$ cat src/hw/aimx_defines.vh
// Register map, field layout and reset values of the input mux block
`ifndef AIMX_DEFINES_VH
`define AIMX_DEFINES_VH

// ==========================================================================
// Register byte offsets
`define AIMX_OFF_DEPTH     8'h00
`define AIMX_OFF_CHS123    8'h04
`define AIMX_OFF_CHS0      8'h08
`define AIMX_OFF_SCAN_HI   8'h0C
`define AIMX_OFF_SCAN_LO   8'h10
`define AIMX_OFF_PIN_DIGITAL_SELECT_HI   8'h14
`define AIMX_OFF_STATUS    8'h18

// ==========================================================================
// Implemented-bit masks and reset value
`define AIMX_MASK_DEPTH    16'h0007
`define AIMX_MASK_CHS123   16'h0707
`define AIMX_MASK_CHS0     16'h9F9F
`define AIMX_MASK_CHS0_LO  16'h8F8F
`define AIMX_MASK_FULL     16'hFFFF
`define AIMX_RESET_VAL     16'h0000

// ==========================================================================
// Field positions
`define AIMX_S123_NB_LSB   9
`define AIMX_S123_SB_BIT   8
`define AIMX_S123_NA_LSB   1
`define AIMX_S123_SA_BIT   0
`define AIMX_S0_NB_BIT     15
`define AIMX_S0_SB_LSB     8
`define AIMX_S0_NA_BIT     7
`define AIMX_S0_SA_LSB     0
`define AIMX_ST_BUSY_BIT   0
`define AIMX_ST_SMPB_BIT   1
`define AIMX_ST_NEXTB_BIT  2
`define AIMX_ST_PTR_LSB    4

// ==========================================================================
// Bus responses
`define AIMX_RESP_OKAY     2'h0
`define AIMX_RESP_DECERR   2'h3

`endif

$ cat src/hw/aimx_top.v
// Input mux select, scan mask and pin configuration registers with latching
`timescale 1ns/1ps
// How it works
// - depth code n gives 2**n buffer words per input, 1 to 128.
// - sample B channel 1-3 negative: 11 inputs 9-11, 10 inputs 6-8, else ref.
// - sample B channel 1-3 positive bit: 1 inputs 3-5, 0 inputs 0-2.
// - sample A channel 1-3 negative uses the same encoding as sample B.
// - sample A channel 1-3 positive bit: 1 inputs 3-5, 0 inputs 0-2.
// - in 12-bit mode channel 1-3 selects ignore writes, read zero.
// - channel 0 negative bit: 1 selects input 1, 0 the negative reference.
// - channel 0 positive field value equals the input number, 0 to 31.
// - second instance limits channel 0 positive select to inputs 0-15.
// - scan mask bit x includes input x in the scan when set.
// - all mask bits writable; nonexistent scanned input converts reference.
// - pin config 1 gives digital pin and grounded channel 0 positive mux; 0 analog.
// - pin config bits always read/write; bits without pins do nothing.
// - module disabled makes all shared pins digital, config ignored.
// - only the first instance has the high pin configuration register.
// - unimplemented bits ignore writes, read zero; all reset to zero but the status scan pointer, 31.
// - 12-bit mode is one channel; otherwise four channels with 1-3 selects.
// - alternate mode uses sample A then sample B; otherwise always A.
// - scan mode steps channel 0 positive in sample A through the mask.
`include "aimx_defines.vh"

module aimx_top #(
	parameter       ADDR_W       = 8,
	parameter       NUM_INPUTS   = 32,
	parameter       INSTANCE_TWO = 0
) (
	input  wire              CORE_CLK_I,
	input  wire              RESET_N_I,
	input  wire [ADDR_W-1:0] S_AXI_AWADDR_I,
	input  wire              S_AXI_AWVALID_I,
	output wire              S_AXI_AWREADY_O,
	input  wire [31:0]       S_AXI_WDATA_I,
	input  wire [3:0]        S_AXI_WSTRB_I,
	input  wire              S_AXI_WVALID_I,
	output wire              S_AXI_WREADY_O,
	output reg  [1:0]        S_AXI_BRESP_O,
	output reg               S_AXI_BVALID_O,
	input  wire              S_AXI_BREADY_I,
	input  wire [ADDR_W-1:0] S_AXI_ARADDR_I,
	input  wire              S_AXI_ARVALID_I,
	output wire              S_AXI_ARREADY_O,
	output reg  [31:0]       S_AXI_RDATA_O,
	output reg  [1:0]        S_AXI_RRESP_O,
	output reg               S_AXI_RVALID_O,
	input  wire              S_AXI_RREADY_I,
	input  wire              WIDE_RESOLUTION_MODE_I,
	input  wire              ALTERNATE_SAMPLE_ENABLE_I,
	input  wire              SCAN_ENABLE_I,
	input  wire              CONVERTER_MODULE_DISABLE_I,
	input  wire [15:0]       PIN_DIGITAL_LOW_I,
	input  wire              SAMPLE_START_I,
	input  wire              CONVERSION_DONE_I,
	output reg  [7:0]        BUFFER_WORDS_O,
	output reg               ACTIVE_SAMPLE_B_O,
	output reg               SAMPLE_HOLD_O,
	output reg  [4:0]        CH0_POS_O,
	output reg               CH0_POS_REF_O,
	output reg               CH0_POS_AGND_O,
	output reg               CH0_NEG_AN1_O,
	output reg  [14:0]       CH123_POS_O,
	output reg  [14:0]       CH123_NEG_O,
	output reg  [2:0]        CH123_NEG_REF_O,
	output reg  [15:0]       PIN_DIGITAL_HIGH_O
);

	// ======================================================================
	// Register storage
	reg  [15:0] depth_ff;
	reg  [15:0] chs123_ff;
	reg  [15:0] chs0_ff;
	reg  [15:0] scan_hi_ff;
	reg  [15:0] scan_lo_ff;
	reg  [15:0] pin_digital_select_hi_ff;
	reg         busy_ff;
	reg         next_b_ff;
	reg  [4:0]  scan_ptr_ff;

	wire [31:0] scan_mask = {scan_hi_ff, scan_lo_ff};
	wire [15:0] byte_m    = {{8{S_AXI_WSTRB_I[1]}}, {8{S_AXI_WSTRB_I[0]}}};
	// Instance two reaches only the lower sixteen inputs
	localparam  IN_COUNT  = ((INSTANCE_TWO != 0) && (NUM_INPUTS > 16)) ?
		16 : NUM_INPUTS;
	wire [15:0] chs0_impl = (INSTANCE_TWO != 0) ? `AIMX_MASK_CHS0_LO :
		`AIMX_MASK_CHS0;
	wire [15:0] chs123_rd = WIDE_RESOLUTION_MODE_I ? `AIMX_RESET_VAL :
		chs123_ff;

	// Byte lanes merge into the old value; unimplemented bits stay zero
	function [15:0] merge;
		input [15:0] old;
		input [15:0] data;
		input [15:0] strb;
		input [15:0] impl;
		begin
			merge = ((old & ~strb) | (data & strb)) & impl;
		end
	endfunction

	// ======================================================================
	// Bus slave: write address and data taken together, one at a time
	wire        wr_go = S_AXI_AWVALID_I & S_AXI_WVALID_I & ~S_AXI_BVALID_O;
	// Offsets decode on the low address byte; upper bits alias
	wire [7:0]  wa    = {S_AXI_AWADDR_I[7:2], 2'h0};
	wire [7:0]  ra    = {S_AXI_ARADDR_I[7:2], 2'h0};
	wire        rd_go = S_AXI_ARVALID_I & ~S_AXI_RVALID_O;
	reg         wr_hit;
	reg         rd_hit;
	reg  [15:0] rd_val;

	assign S_AXI_AWREADY_O = wr_go;
	assign S_AXI_WREADY_O  = wr_go;
	assign S_AXI_ARREADY_O = rd_go;

	always @* begin
		case (wa)
		`AIMX_OFF_DEPTH, `AIMX_OFF_CHS123, `AIMX_OFF_CHS0, `AIMX_OFF_SCAN_HI,
		`AIMX_OFF_SCAN_LO, `AIMX_OFF_STATUS: wr_hit = 1'b1;
		`AIMX_OFF_PIN_DIGITAL_SELECT_HI: wr_hit = (INSTANCE_TWO == 0);
		default: wr_hit = 1'b0;
		endcase
	end

	always @* begin
		rd_hit = 1'b1;
		case (ra)
		`AIMX_OFF_DEPTH:   rd_val = depth_ff;
		`AIMX_OFF_CHS123:  rd_val = chs123_rd;
		`AIMX_OFF_CHS0:    rd_val = chs0_ff;
		`AIMX_OFF_SCAN_HI: rd_val = scan_hi_ff;
		`AIMX_OFF_SCAN_LO: rd_val = scan_lo_ff;
		`AIMX_OFF_PIN_DIGITAL_SELECT_HI: begin
			rd_val = pin_digital_select_hi_ff;
			rd_hit = (INSTANCE_TWO == 0);
		end
		// Status shows the live sequencer state
		`AIMX_OFF_STATUS: begin
			rd_val = `AIMX_RESET_VAL;
			rd_val[`AIMX_ST_BUSY_BIT]  = busy_ff;
			rd_val[`AIMX_ST_SMPB_BIT]  = ACTIVE_SAMPLE_B_O;
			rd_val[`AIMX_ST_NEXTB_BIT] = next_b_ff;
			rd_val[`AIMX_ST_PTR_LSB +: 5] = scan_ptr_ff;
		end
		default: begin
			rd_val = `AIMX_RESET_VAL;
			rd_hit = 1'b0;
		end
		endcase
	end

	always @(posedge CORE_CLK_I) begin
		if (!RESET_N_I) begin
			depth_ff       <= `AIMX_RESET_VAL;
			chs123_ff      <= `AIMX_RESET_VAL;
			chs0_ff        <= `AIMX_RESET_VAL;
			scan_hi_ff     <= `AIMX_RESET_VAL;
			scan_lo_ff     <= `AIMX_RESET_VAL;
			pin_digital_select_hi_ff     <= `AIMX_RESET_VAL;
			S_AXI_BVALID_O <= 1'b0;
			S_AXI_BRESP_O  <= `AIMX_RESP_OKAY;
			S_AXI_RVALID_O <= 1'b0;
			S_AXI_RRESP_O  <= `AIMX_RESP_OKAY;
			S_AXI_RDATA_O  <= 32'h00000000;
		end else begin
			if (wr_go) begin
				S_AXI_BVALID_O <= 1'b1;
				S_AXI_BRESP_O  <= wr_hit ? `AIMX_RESP_OKAY : `AIMX_RESP_DECERR;
				case (wa)
				`AIMX_OFF_DEPTH: depth_ff <= merge(depth_ff,
					S_AXI_WDATA_I[15:0], byte_m, `AIMX_MASK_DEPTH);
				`AIMX_OFF_CHS123: if (!WIDE_RESOLUTION_MODE_I)
					chs123_ff <= merge(chs123_ff, S_AXI_WDATA_I[15:0], byte_m,
						`AIMX_MASK_CHS123);
				`AIMX_OFF_CHS0: chs0_ff <= merge(chs0_ff,
					S_AXI_WDATA_I[15:0], byte_m, chs0_impl);
				`AIMX_OFF_SCAN_HI: scan_hi_ff <= merge(scan_hi_ff,
					S_AXI_WDATA_I[15:0], byte_m, `AIMX_MASK_FULL);
				`AIMX_OFF_SCAN_LO: scan_lo_ff <= merge(scan_lo_ff,
					S_AXI_WDATA_I[15:0], byte_m, `AIMX_MASK_FULL);
				`AIMX_OFF_PIN_DIGITAL_SELECT_HI: if (INSTANCE_TWO == 0)
					pin_digital_select_hi_ff <= merge(pin_digital_select_hi_ff, S_AXI_WDATA_I[15:0],
						byte_m, `AIMX_MASK_FULL);
				// Status and unmapped writes are answered but change nothing
				default: ;
				endcase
			end else if (S_AXI_BREADY_I) begin
				S_AXI_BVALID_O <= 1'b0;
			end
			if (rd_go) begin
				S_AXI_RVALID_O <= 1'b1;
				S_AXI_RRESP_O  <= rd_hit ? `AIMX_RESP_OKAY : `AIMX_RESP_DECERR;
				S_AXI_RDATA_O  <= {16'h0000, rd_val};
			end else if (S_AXI_RREADY_I) begin
				S_AXI_RVALID_O <= 1'b0;
			end
		end
	end

	// ======================================================================
	// Scan pointer: next enabled input after the current one
	reg  [4:0]  scan_next;
	reg         scan_found;
	reg  [4:0]  idx;
	integer     i;

	always @* begin
		scan_next  = scan_ptr_ff;
		scan_found = 1'b0;
		idx        = 5'h00;
		// Thirty-two probes wrap back to the current input last
		for (i = 1; i <= 32; i = i + 1) begin
			idx = scan_ptr_ff + i[4:0];
			if (!scan_found && scan_mask[idx]) begin
				scan_found = 1'b1;
				scan_next  = idx;
			end
		end
	end

	// ======================================================================
	// Effective pin modes
	wire [31:0] pin_dig;
	genvar      g;

	generate
		for (g = 0; g < 32; g = g + 1) begin : g_pin
			if (g < 16) begin : g_lo
				// Low pins follow the outside register; missing pins digital
				assign pin_dig[g] = CONVERTER_MODULE_DISABLE_I |
					(g >= IN_COUNT) | PIN_DIGITAL_LOW_I[g];
			end else begin : g_hi
				// Missing pins and the register-less instance stay digital
				assign pin_dig[g] = CONVERTER_MODULE_DISABLE_I |
					(g >= NUM_INPUTS) | (INSTANCE_TWO != 0) |
					pin_digital_select_hi_ff[g-16];
			end
		end
	endgenerate

	// ======================================================================
	// Sample sequencing and select latching
	wire        use_b   = ALTERNATE_SAMPLE_ENABLE_I & next_b_ff;
	wire        do_scan = SCAN_ENABLE_I & ~use_b;
	// A start while busy is dropped; the sequencer waits for done first
	wire        take    = SAMPLE_START_I & ~busy_ff;
	wire [4:0]  pos_fix = use_b ? chs0_ff[`AIMX_S0_SB_LSB +: 5] :
		chs0_ff[`AIMX_S0_SA_LSB +: 5];
	wire [4:0]  pos0    = do_scan ? scan_next : pos_fix;
	wire        pos_gone = ({27'h0, pos0} >= IN_COUNT);
	wire [1:0]  n123    = use_b ? chs123_rd[`AIMX_S123_NB_LSB +: 2] :
		chs123_rd[`AIMX_S123_NA_LSB +: 2];
	wire        s123    = use_b ? chs123_rd[`AIMX_S123_SB_BIT] :
		chs123_rd[`AIMX_S123_SA_BIT];

	always @(posedge CORE_CLK_I) begin
		if (!RESET_N_I) begin
			busy_ff           <= 1'b0;
			next_b_ff         <= 1'b0;
			scan_ptr_ff       <= 5'h1F;
			ACTIVE_SAMPLE_B_O <= 1'b0;
			SAMPLE_HOLD_O     <= 1'b0;
			CH0_POS_O         <= 5'h00;
			CH0_POS_REF_O     <= 1'b0;
			CH0_POS_AGND_O    <= 1'b0;
			CH0_NEG_AN1_O     <= 1'b0;
			BUFFER_WORDS_O    <= 8'h01;
			PIN_DIGITAL_HIGH_O <= 16'h0000;
		end else begin
			BUFFER_WORDS_O     <= 8'h01 << depth_ff[2:0];
			PIN_DIGITAL_HIGH_O <= pin_dig[31:16];
			if (!ALTERNATE_SAMPLE_ENABLE_I)
				next_b_ff <= 1'b0;
			// Restart from the lowest enabled input when scanning stops
			if (!SCAN_ENABLE_I)
				scan_ptr_ff <= 5'h1F;
			if (take) begin
				busy_ff           <= 1'b1;
				SAMPLE_HOLD_O     <= 1'b1;
				ACTIVE_SAMPLE_B_O <= use_b;
				CH0_POS_O         <= pos0;
				// Empty mask or missing input converts the reference
				CH0_POS_REF_O     <= (do_scan & ~scan_found) |
					pos_gone;
				CH0_POS_AGND_O    <= pin_dig[pos0];
				CH0_NEG_AN1_O     <= use_b ? chs0_ff[`AIMX_S0_NB_BIT] :
					chs0_ff[`AIMX_S0_NA_BIT];
				if (do_scan && SCAN_ENABLE_I)
					scan_ptr_ff <= scan_next;
			end else if (busy_ff && CONVERSION_DONE_I) begin
				busy_ff       <= 1'b0;
				SAMPLE_HOLD_O <= 1'b0;
				if (ALTERNATE_SAMPLE_ENABLE_I)
					next_b_ff <= ~next_b_ff;
			end
		end
	end

	// ======================================================================
	// Channel 1-3 selects, inputs 0-2 and negatives on the reference in 12-bit mode
	wire [14:0] nxt_ch123_pos;
	wire [14:0] nxt_ch123_neg;
	wire [2:0]  nxt_ch123_ref;

	// Channel n+1 sits at offset n inside each group of three inputs
	generate
		for (g = 0; g < 3; g = g + 1) begin : g_ch
			localparam [4:0] CH = g;
			assign nxt_ch123_pos[g*5 +: 5] = s123 ? (5'h03 + CH) :
				CH;
			assign nxt_ch123_neg[g*5 +: 5] = n123[0] ? (5'h09 + CH) :
				(5'h06 + CH);
			assign nxt_ch123_ref[g] = ~n123[1] |
				WIDE_RESOLUTION_MODE_I;
		end
	endgenerate

	// One process owns all three channel fields
	always @(posedge CORE_CLK_I) begin
		if (!RESET_N_I) begin
			CH123_POS_O     <= 15'h0000;
			// Negatives start on the reference
			CH123_NEG_O     <= 15'h0000;
			CH123_NEG_REF_O <= 3'h7;
		end else if (take) begin
			CH123_POS_O     <= nxt_ch123_pos;
			CH123_NEG_O     <= nxt_ch123_neg;
			CH123_NEG_REF_O <= nxt_ch123_ref;
		end
	end

endmodule

$ cat config.mk
export PLATFORM = sky130hd
export DESIGN_NAME = aimx_top
export DESIGN_NICKNAME = d
export VERILOG_FILES = /design/src/hw/aimx_top.v
export VERILOG_INCLUDE_DIRS = /design/src /design/src/hw
export SDC_FILE = /design/constraint.sdc
export NUM_CORES = 1
export LEC_CHECK = 0
export ABC_AREA = 1
export BUFFER_PORTS_ARGS = -buffer_cell sky130_fd_sc_hd__buf_2
export CORE_ASPECT_RATIO = 1.2
export CORE_MARGIN = 2
export CORE_UTILIZATION = 40
export CTS_CLUSTER_SIZE = 10
export DETAILED_ROUTE_END_ITERATION = 6
export HOLD_SLACK_MARGIN = 0.05
export SYNTH_ARGS = -nofsm -noshare
export SYNTH_HDL_FRONTEND = slang
export SYNTH_SLANG_ARGS = --single-unit
$ cat constraint.sdc
create_clock -name CORE_CLK_I -period 12.6 [get_ports CORE_CLK_I]
set_clock_uncertainty 0.2 [all_clocks]
set_input_delay 1.26 -clock CORE_CLK_I [delete_from_list [all_inputs] [get_ports CORE_CLK_I]]
set_output_delay 1.26 -clock CORE_CLK_I [all_outputs]
set_load 0.05 [all_outputs]
==> results list <==
* Hold-fix buffer count after cts: 0
- Total number of nets in the final design: 1978
- Total of max-cap violations: 0
* Biggest area consumer among synthesized cells: sky130_fd_sc_hd__dfxtp_1
* Slew of the pin with the lowest slew margin: 1.35 ns
- Kind of end point of the critical path: register
* P&R area growth vs syn: 11.6%
* Cell at the root of the clock tree: sky130_fd_sc_hd__clkbuf_16
- Via density: 5.37
* Clk pin slew, worst setup/hold paths: 0.06 ns
- DRT antenna net count: 0
- Layout cell share with drive strength beyond 1: 0.132
* CP Max Fanout: 25
- Combinational family with the most area after synthesis: simple AND/OR/NAND/NOR gates
- Flops & latches, synth: 135
- Total instance count after detailed placement: 2200
* Latest clock arrival within the worst-skew pair: 0.42 ns
- Post-Synth Adder-Cell Area: 0.0152
- Mean cell area of the mapped netlist: slightly below 6 um^2
* Classification of the worst setup path: reg2reg
- Via count of the first global-routing pass: around 11000
- Pwr Total: 0.00187 W
- Num Clock Sinks: roughly 140
* HPWL after DPL: between 30 and 40 mm
* Final Non-Filler Cells: 2231
- TritonCTS built the clock tree.
- Of the total synthesized cell area, the portion taken by XOR and XNOR cells is 0.0216.
- Wire length of the first global-routing pass: roughly 61 mm
- The filler cells instantiated in the layout total around 2900.
* Detailed-route wire length: 40.0 mm
- By instance count, the cell type seen most on the critical path is sky130_fd_sc_hd__nand2_1.
- In the finished design, the share of the clock period the worst path needs comes to 0.593.
* Rows: 65
- For this run, the top clock speed supported by timing is around 130 MHz.
- Max VDD drop: 0.110 mV
* Post-synthesis cell count: roughly 1800
- Minimum clock period after layout: approximately 7.5 ns
- After routing, the total negative slack on setup checks comes to 0 ns.
* Commonest cells in the synthesized netlist: sky130_fd_sc_hd__nand2_1 (494), sky130_fd_sc_hd__nand3_1 (235), sky130_fd_sc_hd__inv_1 (197), sky130_fd_sc_hd__nor2_1 (183), sky130_fd_sc_hd__dfxtp_1 (135)
- Pins Over Slew Limit: 0
* Count of unique library cells instantiated by Yosys: 50
- After the first detailed-routing iteration, the DRC count stood at 1056.
- Total congestion overflow after global routing: 0
- Leakage power figure: 5.86 nW
- Largest cells by area after synthesis: sky130_fd_sc_hd__dfxtp_1 (25%), sky130_fd_sc_hd__nand2_1 (17%), sky130_fd_sc_hd__nand3_1 (11%), sky130_fd_sc_hd__inv_1 (6.9%), sky130_fd_sc_hd__nor2_1 (6.4%)
- Dominant delay contributor by cell family on the critical path: simple AND/OR/NAND/NOR gates
- Number of CTS-inserted buffers: 17
- Entering global routing, the biggest net connects 50 pins.
- The fraction of the mapped netlist area in compound gates came to 0.164.
- Initial antenna violation count: 0
* Maximum level of the CTS H-tree: 4
- Number of buffers and inverters on the critical path: 3
* Number of failing hold endpoints at the final stage: 0
* # diodes: 0
- Number of setup buffers added after CTS: 0
- In this run, post-CTS repair resized a total of 0 instances.
- Summing over every cut layer, the via total after detailed routing is approximately 12000.
- In the synthesized netlist the dominant register cell turns out to be sky130_fd_sc_hd__dfxtp_1.
- The share of synthesized area in the top cell type comes to 0.253.
* Detailed-router iteration count before antenna repair: 5
* Die Span Y: 183 um
- Core area: 26300 um^2
- The mapped netlist covers around 11000 um^2.
- Path class of the lowest-slack min-delay path: reg2reg
* Setup-failing EPs final: 0
* Wire length per cell: approximately 18 um
* Critical path's largest stage delay: ~0.94 ns
- Number of DRC violations after detailed routing: 0
- Headroom to the max-slew limit: 0.0979
* Critical Path Start Type: register
- Area taken by flip-flops and latches: 2700 um^2
- Routability congestion estimate: ~0.94
* Cell at the slowest stage of the critical path: sky130_fd_sc_hd__dfxtp_1
* Initial Utilization: 0.407
- Maximum buffer depth of the clock tree: 2
- In the global route stage, overall resource usage came out at 0.281.
- Share of the core filled with cells in the final layout: 0.455
* Floorplan die area: between 20000 and 30000 um^2
- Proportion of synthesized chip area in sequential cells: 0.253
- Power spread over the standard cell area amounts to 156 nW/um^2.
* Arrival time reported for the critical path endpoint: about 7.6 ns
* Basic-gate share of the synthesized area counting and, or, nand and nor cells: 0.406
- STA puts the critical path data required time at between 10 and 15 ns.
- Post-synthesis mux area share: 0.000936
* Chip Width: between 150 and 200 um
- For this run, asynchronously set or reset flops after synthesis account for 0.
- Number of warning messages in the yosys log: 0
- Fin Hold WS: approximately 0.26 ns
* RSZ-0062 raised after global routing: false
- Outcome: finished clean
* Boundary pin count: between 150 and 200
* Multi-input gate area: roughly 6600 um^2
- Most frequent cell after synthesis: sky130_fd_sc_hd__nand2_1
* Count of input and output buffers: around 140
- Number of enable flip-flop cells after synthesis: 0
-- layout by cell type (no fill, tap or decap), drive strengths merged, types with 13 or more instances in the layout --
master and count:
a211oi 39, a21oi 81, a22oi 18, buf 155, clkbuf 20, conb 28
dfxtp 135, ha 13, inv 212, nand2 507, nand3 240, nand4 22
nor2 195, nor3 23, o21ai 124, xor2 18
-- kinds of logic (layout without fill, tap and decap cells) --
kind of cell | Yosys count | after routing
compound gates | 302 | 302
xor+xnor | 20 | 20
fa+ha+maj | 13 | 13
buf+inv | 331 | 403
flops | 135 | 135
mux | 1 | 1
other cells | 1 | 28
simple gates | 994 | 994
-- metal layers --
metal / track usage / part of all wire
met1: 0.331 / 0.40
met2: 0.481 / 0.47
met3: 0.0354 / 0.057
met4: 0.180 / 0.075
met5: 0 / 0
-- per-stage QoR --
step	instance area, um^2	setup WS [ns]
2_1_floorplan	10800	7.35
3_3_place_gp	11400	5.28
3_5_place_dp	11400	5.27
4_1_cts	11900	5.25
5_1_grt	11900	4.38
6_report	11900	5.13
-- power by group --
group          internal [W]  leakage, nW  switching [W]  total, W
logic              0.000264         4.49       0.000667  0.000931
registers          0.000439         1.10     0.00000873  0.000447
clock network      0.000300        0.274       0.000188  0.000489
-- final cells by class --
class                   count  area share
multi-input cells        1358       0.553
flip-flops and latches    135       0.226
repair buffers            155      0.0685
inverters                 217      0.0684
clock buffers              20      0.0382
well taps                 335      0.0351
clock inverters            11      0.0106
-- worst reg2reg max path, delay by kind of cell, from the launching register on --
family	cells	cell delay, ns
buf+inv	3	1.13
flops	1	0.94
fa+ha+maj	1	0.71
simple gates	35	4.33
-- final timing paths --
| path | endpoint | cells after the start | from | slack [ns] |
|---|---|---|---|---|
| worst max-delay path | CH0_POS_AGND_O | 39 | scan_ptr_ff[2] | 5.13 |
| worst min register to register | S_AXI_RDATA_O[10] | 2 | S_AXI_RDATA_O[10] | 0.26 |
| worst max register to register | CH0_POS_AGND_O | 39 | scan_ptr_ff[2] | 5.13 |
| worst min-delay path | S_AXI_RDATA_O[10] | 2 | S_AXI_RDATA_O[10] | 0.26 |
Power figures use the tool's default switching activity.
